<file path="src/inc/scmx_params.svh">
// Register map, field positions and reset values of the clock mux block
`ifndef SCMX_PARAMS_SVH
`define SCMX_PARAMS_SVH
`define SCMX_ADDR_CLKMODE 32'h0000_0000
`define SCMX_ADDR_MODE 32'h0000_0004
`define SCMX_ADDR_CTRL 32'h0000_0008
`define SCMX_ADDR_CMD 32'h0000_000C
`define SCMX_ADDR_STAT 32'h0000_0010
`define SCMX_CM_XTAL 7
`define SCMX_CM_RXSEL 6:5
`define SCMX_CM_TXSEL 4:3
`define SCMX_CM_BDIR_OE 2
`define SCMX_CM_BDIR_SEL 1:0
`define SCMX_MD_HI 7:4
`define SCMX_MD_SYNC 5:4
`define SCMX_MD_STOP 3:2
`define SCMX_MD_ALL1 4'hF
`define SCMX_MD_EXT 2'h3
`define SCMX_MD_SYNCMODE 2'h0
`define SCMX_CTRL_HUNT_IE 0
`define SCMX_CMD_HUNT 0
`define SCMX_ST_SYNC 0
`define SCMX_ST_HUNT 1
`define SCMX_ST_XTAL 2
`define SCMX_REG_RST 8'h00
`define SCMX_RESP_OK 2'h0
`define SCMX_RESP_ERR 2'h2
`endif

</file>
<file path="src/inc/scmx_pkg.sv">
// Types shared by the clock mux block
package scmx_pkg;
   // Clock source select, encoding 00 combined pin .. 11 recovery loop
   typedef enum logic [1:0] {
      SCMX_SRC_COMB,
      SCMX_SRC_BIDIR,
      SCMX_SRC_BAUD,
      SCMX_SRC_CLOCK_RECOVERY_LOOP
   } scmx_clk_sel_t;
   // Bidirectional pin drive select
   typedef enum logic [1:0] {
      SCMX_BD_OSC,
      SCMX_BD_TXCLK,
      SCMX_BD_BAUD,
      SCMX_BD_CLOCK_RECOVERY_LOOP_RX
   } scmx_bd_sel_t;
   // Clock sources arriving at the mux
   typedef struct packed {
      logic comb;
      logic osc;
      logic bidir;
      logic baud;
      logic clock_recovery_loop_tx;
      logic clock_recovery_loop_rx;
   } scmx_clk_src_t;
   // Receiver side signals toward the channel
   typedef struct packed {
      logic rx_sample;
      logic assembly_start;
      logic sdlc_flag;
      logic tx_monosync;
      logic ext_status_event;
   } scmx_rx_ev_t;
endpackage

</file>
<file path="src/design/scmx_top.sv">
// Serial clock multiplexer with external sync input and AXI4-Lite registers
// Function
// [RL1] Software keeps oscillator disabled before using external sync mode.
// [RL2] In external sync mode hunt status mirrors the sync pin; receiver still hunts.
// [RL3] Sync low after sync character; assembly starts at next rising receive clock.
// [RL4] Hunt interrupt enable makes both sync pin transitions raise status events.
// [RL5] Synchronised sync fall leaves hunt; enter-hunt command ends acceptance.
// [RL6] Mode bits 7:4 set, 3:2 clear gives SDLC; sync acts as flag.
// [RL7] Synchronous external sync forces single sync character transmit; sync starts reception.
// [RL8] Clock mode bit 7 enables oscillator amplifier between combined and sync pins.
// [RL9] With oscillator on, combined pin selections take the oscillator output.
// [RL10] With oscillator on, no sync pulse and no external sync mode.
// [RL11] With oscillator on in async mode, hunt status reads zero.
// [RL12] Clock mode bits 6:5 select the receive clock source.
// [RL13] Clock mode bits 4:3 select the transmit clock source.
// [RL14] Bidir pin drives only when unselected as source and bit 2 set.
// [RL15] Clock mode bits 1:0 choose what the bidir pin drives.
// [RL16] Oscillator chosen but disabled drives the bidir pin high.
// [RL17] Receiver samples on rising edge of the combined pin clock; the code samples on the rising edge of the selected receive clock rx_clk_o.
// [RL18] Source fields encode 00 combined, 01 bidir, 10 baud, 11 loop.
// [RL19] Bidir output encodes 00 oscillator, 01 transmit, 10 baud, 11 loop.
// [RL20] Software settles clock selections before enabling the clocked functions.
//
// Chosen here: the address map and the AXI4-Lite register port.
`timescale 1ns/100ps
`include "scmx_params.svh"
module scmx_top
   import scmx_pkg::*;
(
   input wire logic clk_sys_i,
   input wire logic rstn_i,
   input wire logic [31:0] s_axi_awaddr,
   input wire logic s_axi_awvalid,
   output logic s_axi_awready,
   input wire logic [31:0] s_axi_wdata,
   input wire logic [3:0] s_axi_wstrb,
   input wire logic s_axi_wvalid,
   output logic s_axi_wready,
   output logic [1:0] s_axi_bresp,
   output logic s_axi_bvalid,
   input wire logic s_axi_bready,
   input wire logic [31:0] s_axi_araddr,
   input wire logic s_axi_arvalid,
   output logic s_axi_arready,
   output logic [31:0] s_axi_rdata,
   output logic [1:0] s_axi_rresp,
   output logic s_axi_rvalid,
   input wire logic s_axi_rready,
   input wire scmx_clk_src_t clk_src_i,
   input wire logic sync_i,
   output logic osc_amp_en_o,
   output logic rx_clk_o,
   output logic tx_clk_o,
   output logic bidir_clk_o,
   output logic bidir_clk_oe_o,
   output scmx_rx_ev_t rx_ev_o
);
   logic [31:0] awaddr_q;
   logic [31:0] wdata_q;
   logic [3:0] wstrb_q;
   logic aw_full_q;
   logic w_full_q;
   logic wr_do;
   logic wr_ok;
   logic [7:0] clock_mode_q;
   logic [7:0] mode_setup_q;
   logic [7:0] ctrl_q;
   logic enter_hunt;
   logic sync_m_q;
   logic sync_s_q;
   logic sync_d_q;
   logic sync_fall;
   logic sync_edge;
   logic hunt_q;
   logic pend_q;
   logic rx_prev_q;
   logic xtal_en;
   logic async_mode;
   logic ext_mode;
   logic sdlc_mode;
   logic sync_status;
   logic comb_src;
   logic bd_val;
   logic ev_q;
   logic start_q;
   logic flag_q;
   scmx_clk_sel_t rx_sel;
   scmx_clk_sel_t tx_sel;
   scmx_bd_sel_t bd_sel;

   // Mode decode; oscillator steals the sync pin so external sync is barred
   assign xtal_en = clock_mode_q[`SCMX_CM_XTAL];
   assign async_mode = mode_setup_q[`SCMX_MD_STOP] != `SCMX_MD_SYNCMODE;
   assign ext_mode = !async_mode && !xtal_en &&
                     mode_setup_q[`SCMX_MD_SYNC] == `SCMX_MD_EXT; // RL10 RL1
   assign sdlc_mode = ext_mode && mode_setup_q[`SCMX_MD_HI] == `SCMX_MD_ALL1; // RL6
   assign rx_sel = scmx_clk_sel_t'(clock_mode_q[`SCMX_CM_RXSEL]); // RL18
   assign tx_sel = scmx_clk_sel_t'(clock_mode_q[`SCMX_CM_TXSEL]); // RL18
   assign bd_sel = scmx_bd_sel_t'(clock_mode_q[`SCMX_CM_BDIR_SEL]); // RL19
   assign osc_amp_en_o = xtal_en; // RL8

   // AXI write channel; address and data may arrive in either order
   assign s_axi_awready = !aw_full_q;
   assign s_axi_wready = !w_full_q;
   assign wr_do = aw_full_q && w_full_q && !s_axi_bvalid;
   assign wr_ok = awaddr_q == `SCMX_ADDR_CLKMODE || awaddr_q == `SCMX_ADDR_MODE ||
                  awaddr_q == `SCMX_ADDR_CTRL || awaddr_q == `SCMX_ADDR_CMD;
   always_ff @(posedge clk_sys_i or negedge rstn_i) begin
      if (!rstn_i) begin
         aw_full_q <= 1'b0;
         w_full_q <= 1'b0;
         awaddr_q <= 32'h0000_0000;
         wdata_q <= 32'h0000_0000;
         wstrb_q <= 4'h0;
      end else begin
         if (s_axi_awvalid && s_axi_awready) begin
            aw_full_q <= 1'b1;
            awaddr_q <= s_axi_awaddr;
         end else if (wr_do) begin
            aw_full_q <= 1'b0;
         end
         if (s_axi_wvalid && s_axi_wready) begin
            w_full_q <= 1'b1;
            wdata_q <= s_axi_wdata;
            wstrb_q <= s_axi_wstrb;
         end else if (wr_do) begin
            w_full_q <= 1'b0;
         end
      end
   end

   // Write response one cycle after both halves are held
   always_ff @(posedge clk_sys_i or negedge rstn_i) begin
      if (!rstn_i) begin
         s_axi_bvalid <= 1'b0;
         s_axi_bresp <= `SCMX_RESP_OK;
      end else if (wr_do) begin
         s_axi_bvalid <= 1'b1;
         s_axi_bresp <= wr_ok ? `SCMX_RESP_OK : `SCMX_RESP_ERR;
      end else if (s_axi_bready) begin
         s_axi_bvalid <= 1'b0;
      end
   end

   // Registers are 8 bits wide, so only byte lane 0 stores
   always_ff @(posedge clk_sys_i or negedge rstn_i) begin
      if (!rstn_i) begin
         clock_mode_q <= `SCMX_REG_RST;
         mode_setup_q <= `SCMX_REG_RST;
         ctrl_q <= `SCMX_REG_RST;
      end else if (wr_do && wstrb_q[0]) begin
         if (awaddr_q == `SCMX_ADDR_CLKMODE) begin
            clock_mode_q <= wdata_q[7:0];
         end
         if (awaddr_q == `SCMX_ADDR_MODE) begin
            mode_setup_q <= wdata_q[7:0];
         end
         if (awaddr_q == `SCMX_ADDR_CTRL) begin
            ctrl_q <= wdata_q[7:0];
         end
      end
   end
   assign enter_hunt = wr_do && wstrb_q[0] && awaddr_q == `SCMX_ADDR_CMD &&
                       wdata_q[`SCMX_CMD_HUNT];

   // Read channel; clock mode is write-only and reads as zero
   assign s_axi_arready = !s_axi_rvalid;
   always_ff @(posedge clk_sys_i or negedge rstn_i) begin
      if (!rstn_i) begin
         s_axi_rvalid <= 1'b0;
         s_axi_rdata <= 32'h0000_0000;
         s_axi_rresp <= `SCMX_RESP_OK;
      end else if (s_axi_arvalid && s_axi_arready) begin
         s_axi_rvalid <= 1'b1;
         s_axi_rresp <= `SCMX_RESP_OK;
         s_axi_rdata <= 32'h0000_0000;
         case (s_axi_araddr)
            `SCMX_ADDR_CLKMODE: s_axi_rdata <= 32'h0000_0000;
            `SCMX_ADDR_MODE: s_axi_rdata <= {24'h00_0000, mode_setup_q};
            `SCMX_ADDR_CTRL: s_axi_rdata <= {24'h00_0000, ctrl_q};
            `SCMX_ADDR_CMD: s_axi_rdata <= 32'h0000_0000;
            `SCMX_ADDR_STAT: begin
               s_axi_rdata[`SCMX_ST_SYNC] <= sync_status;
               s_axi_rdata[`SCMX_ST_HUNT] <= hunt_q;
               s_axi_rdata[`SCMX_ST_XTAL] <= xtal_en;
            end
            default: s_axi_rresp <= `SCMX_RESP_ERR;
         endcase
      end else if (s_axi_rready) begin
         s_axi_rvalid <= 1'b0;
      end
   end

   // Sync pin synchroniser; edges are taken only from the settled stages
   always_ff @(posedge clk_sys_i or negedge rstn_i) begin
      if (!rstn_i) begin
         sync_m_q <= 1'b1;
         sync_s_q <= 1'b1;
         sync_d_q <= 1'b1;
      end else begin
         sync_m_q <= sync_i;
         sync_s_q <= sync_m_q;
         sync_d_q <= sync_s_q;
      end
   end
   assign sync_edge = !xtal_en && sync_s_q != sync_d_q; // RL10
   assign sync_fall = sync_edge && !sync_s_q; // RL5

   // Hunt status: sync pin in async or external mode, zero under oscillator in async mode
   always_comb begin
      if (xtal_en && async_mode) begin
         sync_status = 1'b0; // RL11
      end else if (async_mode || ext_mode) begin
         sync_status = sync_s_q; // RL2
      end else begin
         sync_status = hunt_q;
      end
   end

   // Clock muxes; combined pin is replaced by the oscillator when it runs
   assign comb_src = xtal_en ? clk_src_i.osc : clk_src_i.comb; // RL9
   always_comb begin
      case (bd_sel)
         SCMX_BD_OSC: bd_val = xtal_en ? clk_src_i.osc : 1'b1; // RL16
         SCMX_BD_TXCLK: bd_val = tx_clk_o;
         SCMX_BD_BAUD: bd_val = clk_src_i.baud;
         SCMX_BD_CLOCK_RECOVERY_LOOP_RX: bd_val = clk_src_i.clock_recovery_loop_rx;
         default: bd_val = 1'b1;
      endcase
   end
   // Registered to keep glitches off the pins; costs one cycle of skew, two for the transmit clock on the bidir pin
   always_ff @(posedge clk_sys_i or negedge rstn_i) begin
      if (!rstn_i) begin
         rx_clk_o <= 1'b0;
         tx_clk_o <= 1'b0;
         bidir_clk_o <= 1'b0;
         rx_prev_q <= 1'b0;
      end else begin
         case (rx_sel) // RL12
            SCMX_SRC_COMB: rx_clk_o <= comb_src;
            SCMX_SRC_BIDIR: rx_clk_o <= clk_src_i.bidir;
            SCMX_SRC_BAUD: rx_clk_o <= clk_src_i.baud;
            default: rx_clk_o <= clk_src_i.clock_recovery_loop_tx;
         endcase
         case (tx_sel) // RL13
            SCMX_SRC_COMB: tx_clk_o <= comb_src;
            SCMX_SRC_BIDIR: tx_clk_o <= clk_src_i.bidir;
            SCMX_SRC_BAUD: tx_clk_o <= clk_src_i.baud;
            default: tx_clk_o <= clk_src_i.clock_recovery_loop_tx;
         endcase
         bidir_clk_o <= bd_val; // RL15
         rx_prev_q <= rx_clk_o;
      end
   end
   // Pin direction follows the selections with no delay
   assign bidir_clk_oe_o = clock_mode_q[`SCMX_CM_BDIR_OE] && rx_sel != SCMX_SRC_BIDIR &&
                           tx_sel != SCMX_SRC_BIDIR; // RL14
   // Receiver's inverted clock falls as the pin rises
   assign rx_ev_o.rx_sample = rx_clk_o && !rx_prev_q; // RL17

   // Hunt state; the enter-hunt command wins over a same-cycle exit
   always_ff @(posedge clk_sys_i or negedge rstn_i) begin
      if (!rstn_i) begin
         hunt_q <= 1'b1;
         pend_q <= 1'b0;
         start_q <= 1'b0;
      end else begin
         start_q <= 1'b0;
         if (sync_fall && ext_mode && hunt_q) begin
            pend_q <= 1'b1; // RL3
         end else if (enter_hunt || (pend_q && rx_ev_o.rx_sample)) begin
            pend_q <= 1'b0;
         end
         if (enter_hunt) begin
            hunt_q <= 1'b1; // RL5
         end else if (pend_q && rx_ev_o.rx_sample) begin
            hunt_q <= 1'b0; // RL3
            start_q <= 1'b1;
         end
      end
   end

   // Status events on both sync transitions, flag events in SDLC mode
   always_ff @(posedge clk_sys_i or negedge rstn_i) begin
      if (!rstn_i) begin
         ev_q <= 1'b0;
         flag_q <= 1'b0;
      end else begin
         ev_q <= sync_edge && ctrl_q[`SCMX_CTRL_HUNT_IE]; // RL4
         flag_q <= sync_edge && sdlc_mode; // RL6
      end
   end
   assign rx_ev_o.ext_status_event = ev_q;
   assign rx_ev_o.sdlc_flag = flag_q;
   assign rx_ev_o.assembly_start = start_q;
   assign rx_ev_o.tx_monosync = ext_mode && !sdlc_mode; // RL7
endmodule

</file>
<file path="config.mk">
export PLATFORM = sky130hd
export DESIGN_NAME = scmx_top
export DESIGN_NICKNAME = d
export VERILOG_FILES = /design/src/inc/scmx_pkg.sv /design/src/design/scmx_top.sv
export VERILOG_INCLUDE_DIRS = /design/src /design/src/inc
export SDC_FILE = /design/constraint.sdc
export NUM_CORES = 1
export LEC_CHECK = 0
export ABC_AREA = 1
export BUFFER_PORTS_ARGS = -buffer_cell sky130_fd_sc_hd__buf_2
export CORE_ASPECT_RATIO = 0.6
export CORE_UTILIZATION = 35
export DETAILED_ROUTE_END_ITERATION = 10
export HOLD_SLACK_MARGIN = 0.02
export PLACE_DENSITY = 0.68
export SLEW_MARGIN = 20
export SYNTH_ARGS = -nofsm -noshare
export SYNTH_HDL_FRONTEND = slang
export SYNTH_SLANG_ARGS = --single-unit
</file>
<file path="constraint.sdc">
create_clock -name clk_sys_i -period 2.2 [get_ports clk_sys_i]
set_input_delay 0 -clock clk_sys_i [delete_from_list [all_inputs] [get_ports clk_sys_i]]
set_output_delay 0 -clock clk_sys_i [all_outputs]
set_load 0.005 [all_outputs]
</file>
==> flow_metrics.tcl <==
set metrics [dict create \
    pin_count 165 \
    cts_root_buf "clkbuf_16" \
    die_w_um 147 \
    grtUsageTotal_pct 16.7 \
    powerDensity_nw_per_um2 867 \
    pre_cts_ws_ps 583 \
    total_power_uw 5030 \
    cts_tree "done" \
    synth_cell_types 32 \
    start_kind "register" \
    ys_ff_latch 91 \
    coreArea_sq_um 12100 \
    worst_pin_slew_ps 639 \
    r2r_start "clock_mode_q[7]" \
    antenna_cells 0 \
    grt_max_degree 49 \
    final.setup.tns_ps 0 \
    hold_viol 0 \
    synth_top_area_share_pct 49.5 \
    r2r_slack_ps 220 \
    hold_path_class "primary input to register" \
    port_buffers 111 \
    synth-main-ff-cell "dfrtp_1" \
    r2r-end "tx_clk_o" \
    detail-route-antenna-nets 0 \
    clk_path_buf_depth 2 \
    synthTopCellsByCount "109 x nand2_1, 87 x dfrtp_1, 75 x nor2_1" \
    grt_pass1_vias 3511 \
    synth_area_leaders "dfrtp_1 50%, nand2_1 9.3%, nor2_1 6.4%, buf_4 5.1%, mux2_2 5.1%" \
    initial_core_util_pct 36.2 \
    maxCapViolations 0 \
    drc 0 \
    p_leak_uw 0.00293 \
    syn_avg_cell_area_sq_um 8.80 \
    antenna_found_initial 0 \
    final-seq-area_sq_um 2280 \
    synth_edf_count 0 \
    gr-total-overflow 0 \
    fin_util_pct 47.7 \
    cts_buffers 9 \
    rows 31 \
    relSlewSlack_pct 57.4 \
    drtPass1Iterations 4 \
    finalCritPeriodShare_pct 90.1 \
    via_per_inst 4.48 \
    routedWlPerCell_um 12.5 \
    synth-seq-area-share_pct 51.9 \
    endpoint "tx_clk_o" \
    multi_input_area_sq_um 1740 \
    maxSlewViolCount 0 \
    num_vias 3721 \
    synthMostInstantiatedCell "nand2_1" \
    drive_gt1_share_pct 29.0 \
    grt_setup_unrepaired "false" \
    die_y_um 88.8 \
    holdWs_ps 84.4 \
    critPathLaunch "clock_mode_q[7]" \
    cts_max_level 3 \
    n_fill_cell 1115 \
    layout_min_cycle_time_ps 1980 \
    clk_pin_slew_ps 70 \
    synth_cells 500 \
    gp_routability_congestion 0.826 \
    netlist_area_sq_um 4400 \
    die_area_sq_um 13000 \
    wl_um 10400 \
    peakVddDrop_mv 0.703 \
    dp_hpwl_um 7710 \
    critPathMaxFanout 5 \
    nets 774 \
    clk_latency_ps 330 \
    yosys.area.top_type "dfrtp_1" \
    status "finished, final reports clean" \
    drt_iter0_markers 161 \
    layout_setup_ws_ps 219 \
    finClkSkew_ps 8.13 \
    setup_viol 0 \
    worstPathArrival_ps 2200 \
    critical_path_class "register to register" \
    critPathCaptureType "register" \
    cts_resized 0 \
    grt_first_pass_wirelength_um 16700 \
    yosys_warnings 0 \
    reg2regPathDepth 7 \
    areaGrowthSynthToFinish_pct 31.8 \
    cp.required_ps 2420 \
    whs_path_depth 5 \
    clock-sinks 91 \
    fmax_mhz 505 \
    async_reset_ff_share_pct 100 \
]
[state kept, by name, summed over array words and instances (netlist names), 8 cells and up]
register,count
wdata_q,8
ctrl_q,8
clock_mode_q,8
awaddr_q,32
s_axi_rdata,8
mode_setup_q,8
[routing by layer]
layer	up-vias	GRT usage [%]	share of wire, %
li1	1849	-	-
met1	1728	21.6	48
met2	129	28.0	46
met3	15	4.33	5.6
met4	0	4.45	1.4
met5	-	0	0
[stage by stage]
stage / cells / cell area [sq um]
floorplan: 525 / 4490
global placement: 764 / 5000
detailed placement: 764 / 5000
CTS: 830 / 5800
global route: 830 / 5800
finish: 830 / 5800
[worst max-delay path, stage by stage, from the launching register on]
cell,delay [ps]
dfrtp_1,440
inv_1,150
or2_1,240
o21ai_0,160
nor2_1,70
a211oi_1,200
nor2_1,60
dlygate4sd3_1,550
[layout by cell type (no fill, tap or decap), drive strengths merged, types with 2 or more instances in the layout]
cell type	instances
nand2	115
buf	113
dfrtp	87
nor2	85
dlygate4sd3	50
inv	49
o21ai	31
nand3	30
a21oi	26
conb	26
mux2	20
clkbuf	12
dfstp	4
a211oi	2
nor3	2
clkinvlp	2
[cells by family (layout without fill, tap and decap cells)]
kind of cell | Yosys count | count (layout) | synth area share (%)
multiplexers | 20 | 20 | 5.12
flip-flops | 91 | 91 | 51.9
buffers and inverters | 88 | 228 | 10.7
AND/OR/NAND/NOR | 237 | 237 | 23.0
other | 1 | 26 | 0.0853
XOR/XNOR | 1 | 1 | 0.199
AO/OA/AOI/OAI | 62 | 62 | 8.99
[what timing repair did]
action	4_1_cts	5_1_grt
setup buffers	0	0
setup endpoints to repair	0	0
hold buffers	50	0
endpoints found under the hold margin	94	0
[area by class of cell]
type / instances / share of cell area, %
flip-flops and latches: 91 / 39.4
multi-input cells: 346 / 30.0
repair buffers: 163 / 18.7
clock buffers: 12 / 4.25
well taps: 165 / 3.56
inverters: 49 / 3.17
clock inverters: 4 / 0.864
[power breakdown]
group          leakage, uW  internal (uW)  total, uW  switching, uW
registers          0.00112           2100       2290            197
logic              0.00167            515       1210            699
clock network     0.000139            910       1520            608
total              0.00293           3520       5030           1500
[worst min path at each step]
| stage | start | to | slack, ps |
|---|---|---|---|
| after floorplan | rstn_i | aw_full_q | -300 |
| after global placement | rstn_i | s_axi_rdata[3] | 50 |
| after detailed placement | rstn_i | s_axi_rdata[3] | 60 |
| after CTS | clk_src_i[2] | rx_clk_o | 90 |
| after global routing | clk_src_i[2] | rx_clk_o | 130 |
| final | clk_src_i[2] | rx_clk_o | 80 |
Power figures use the tool's default switching activity.
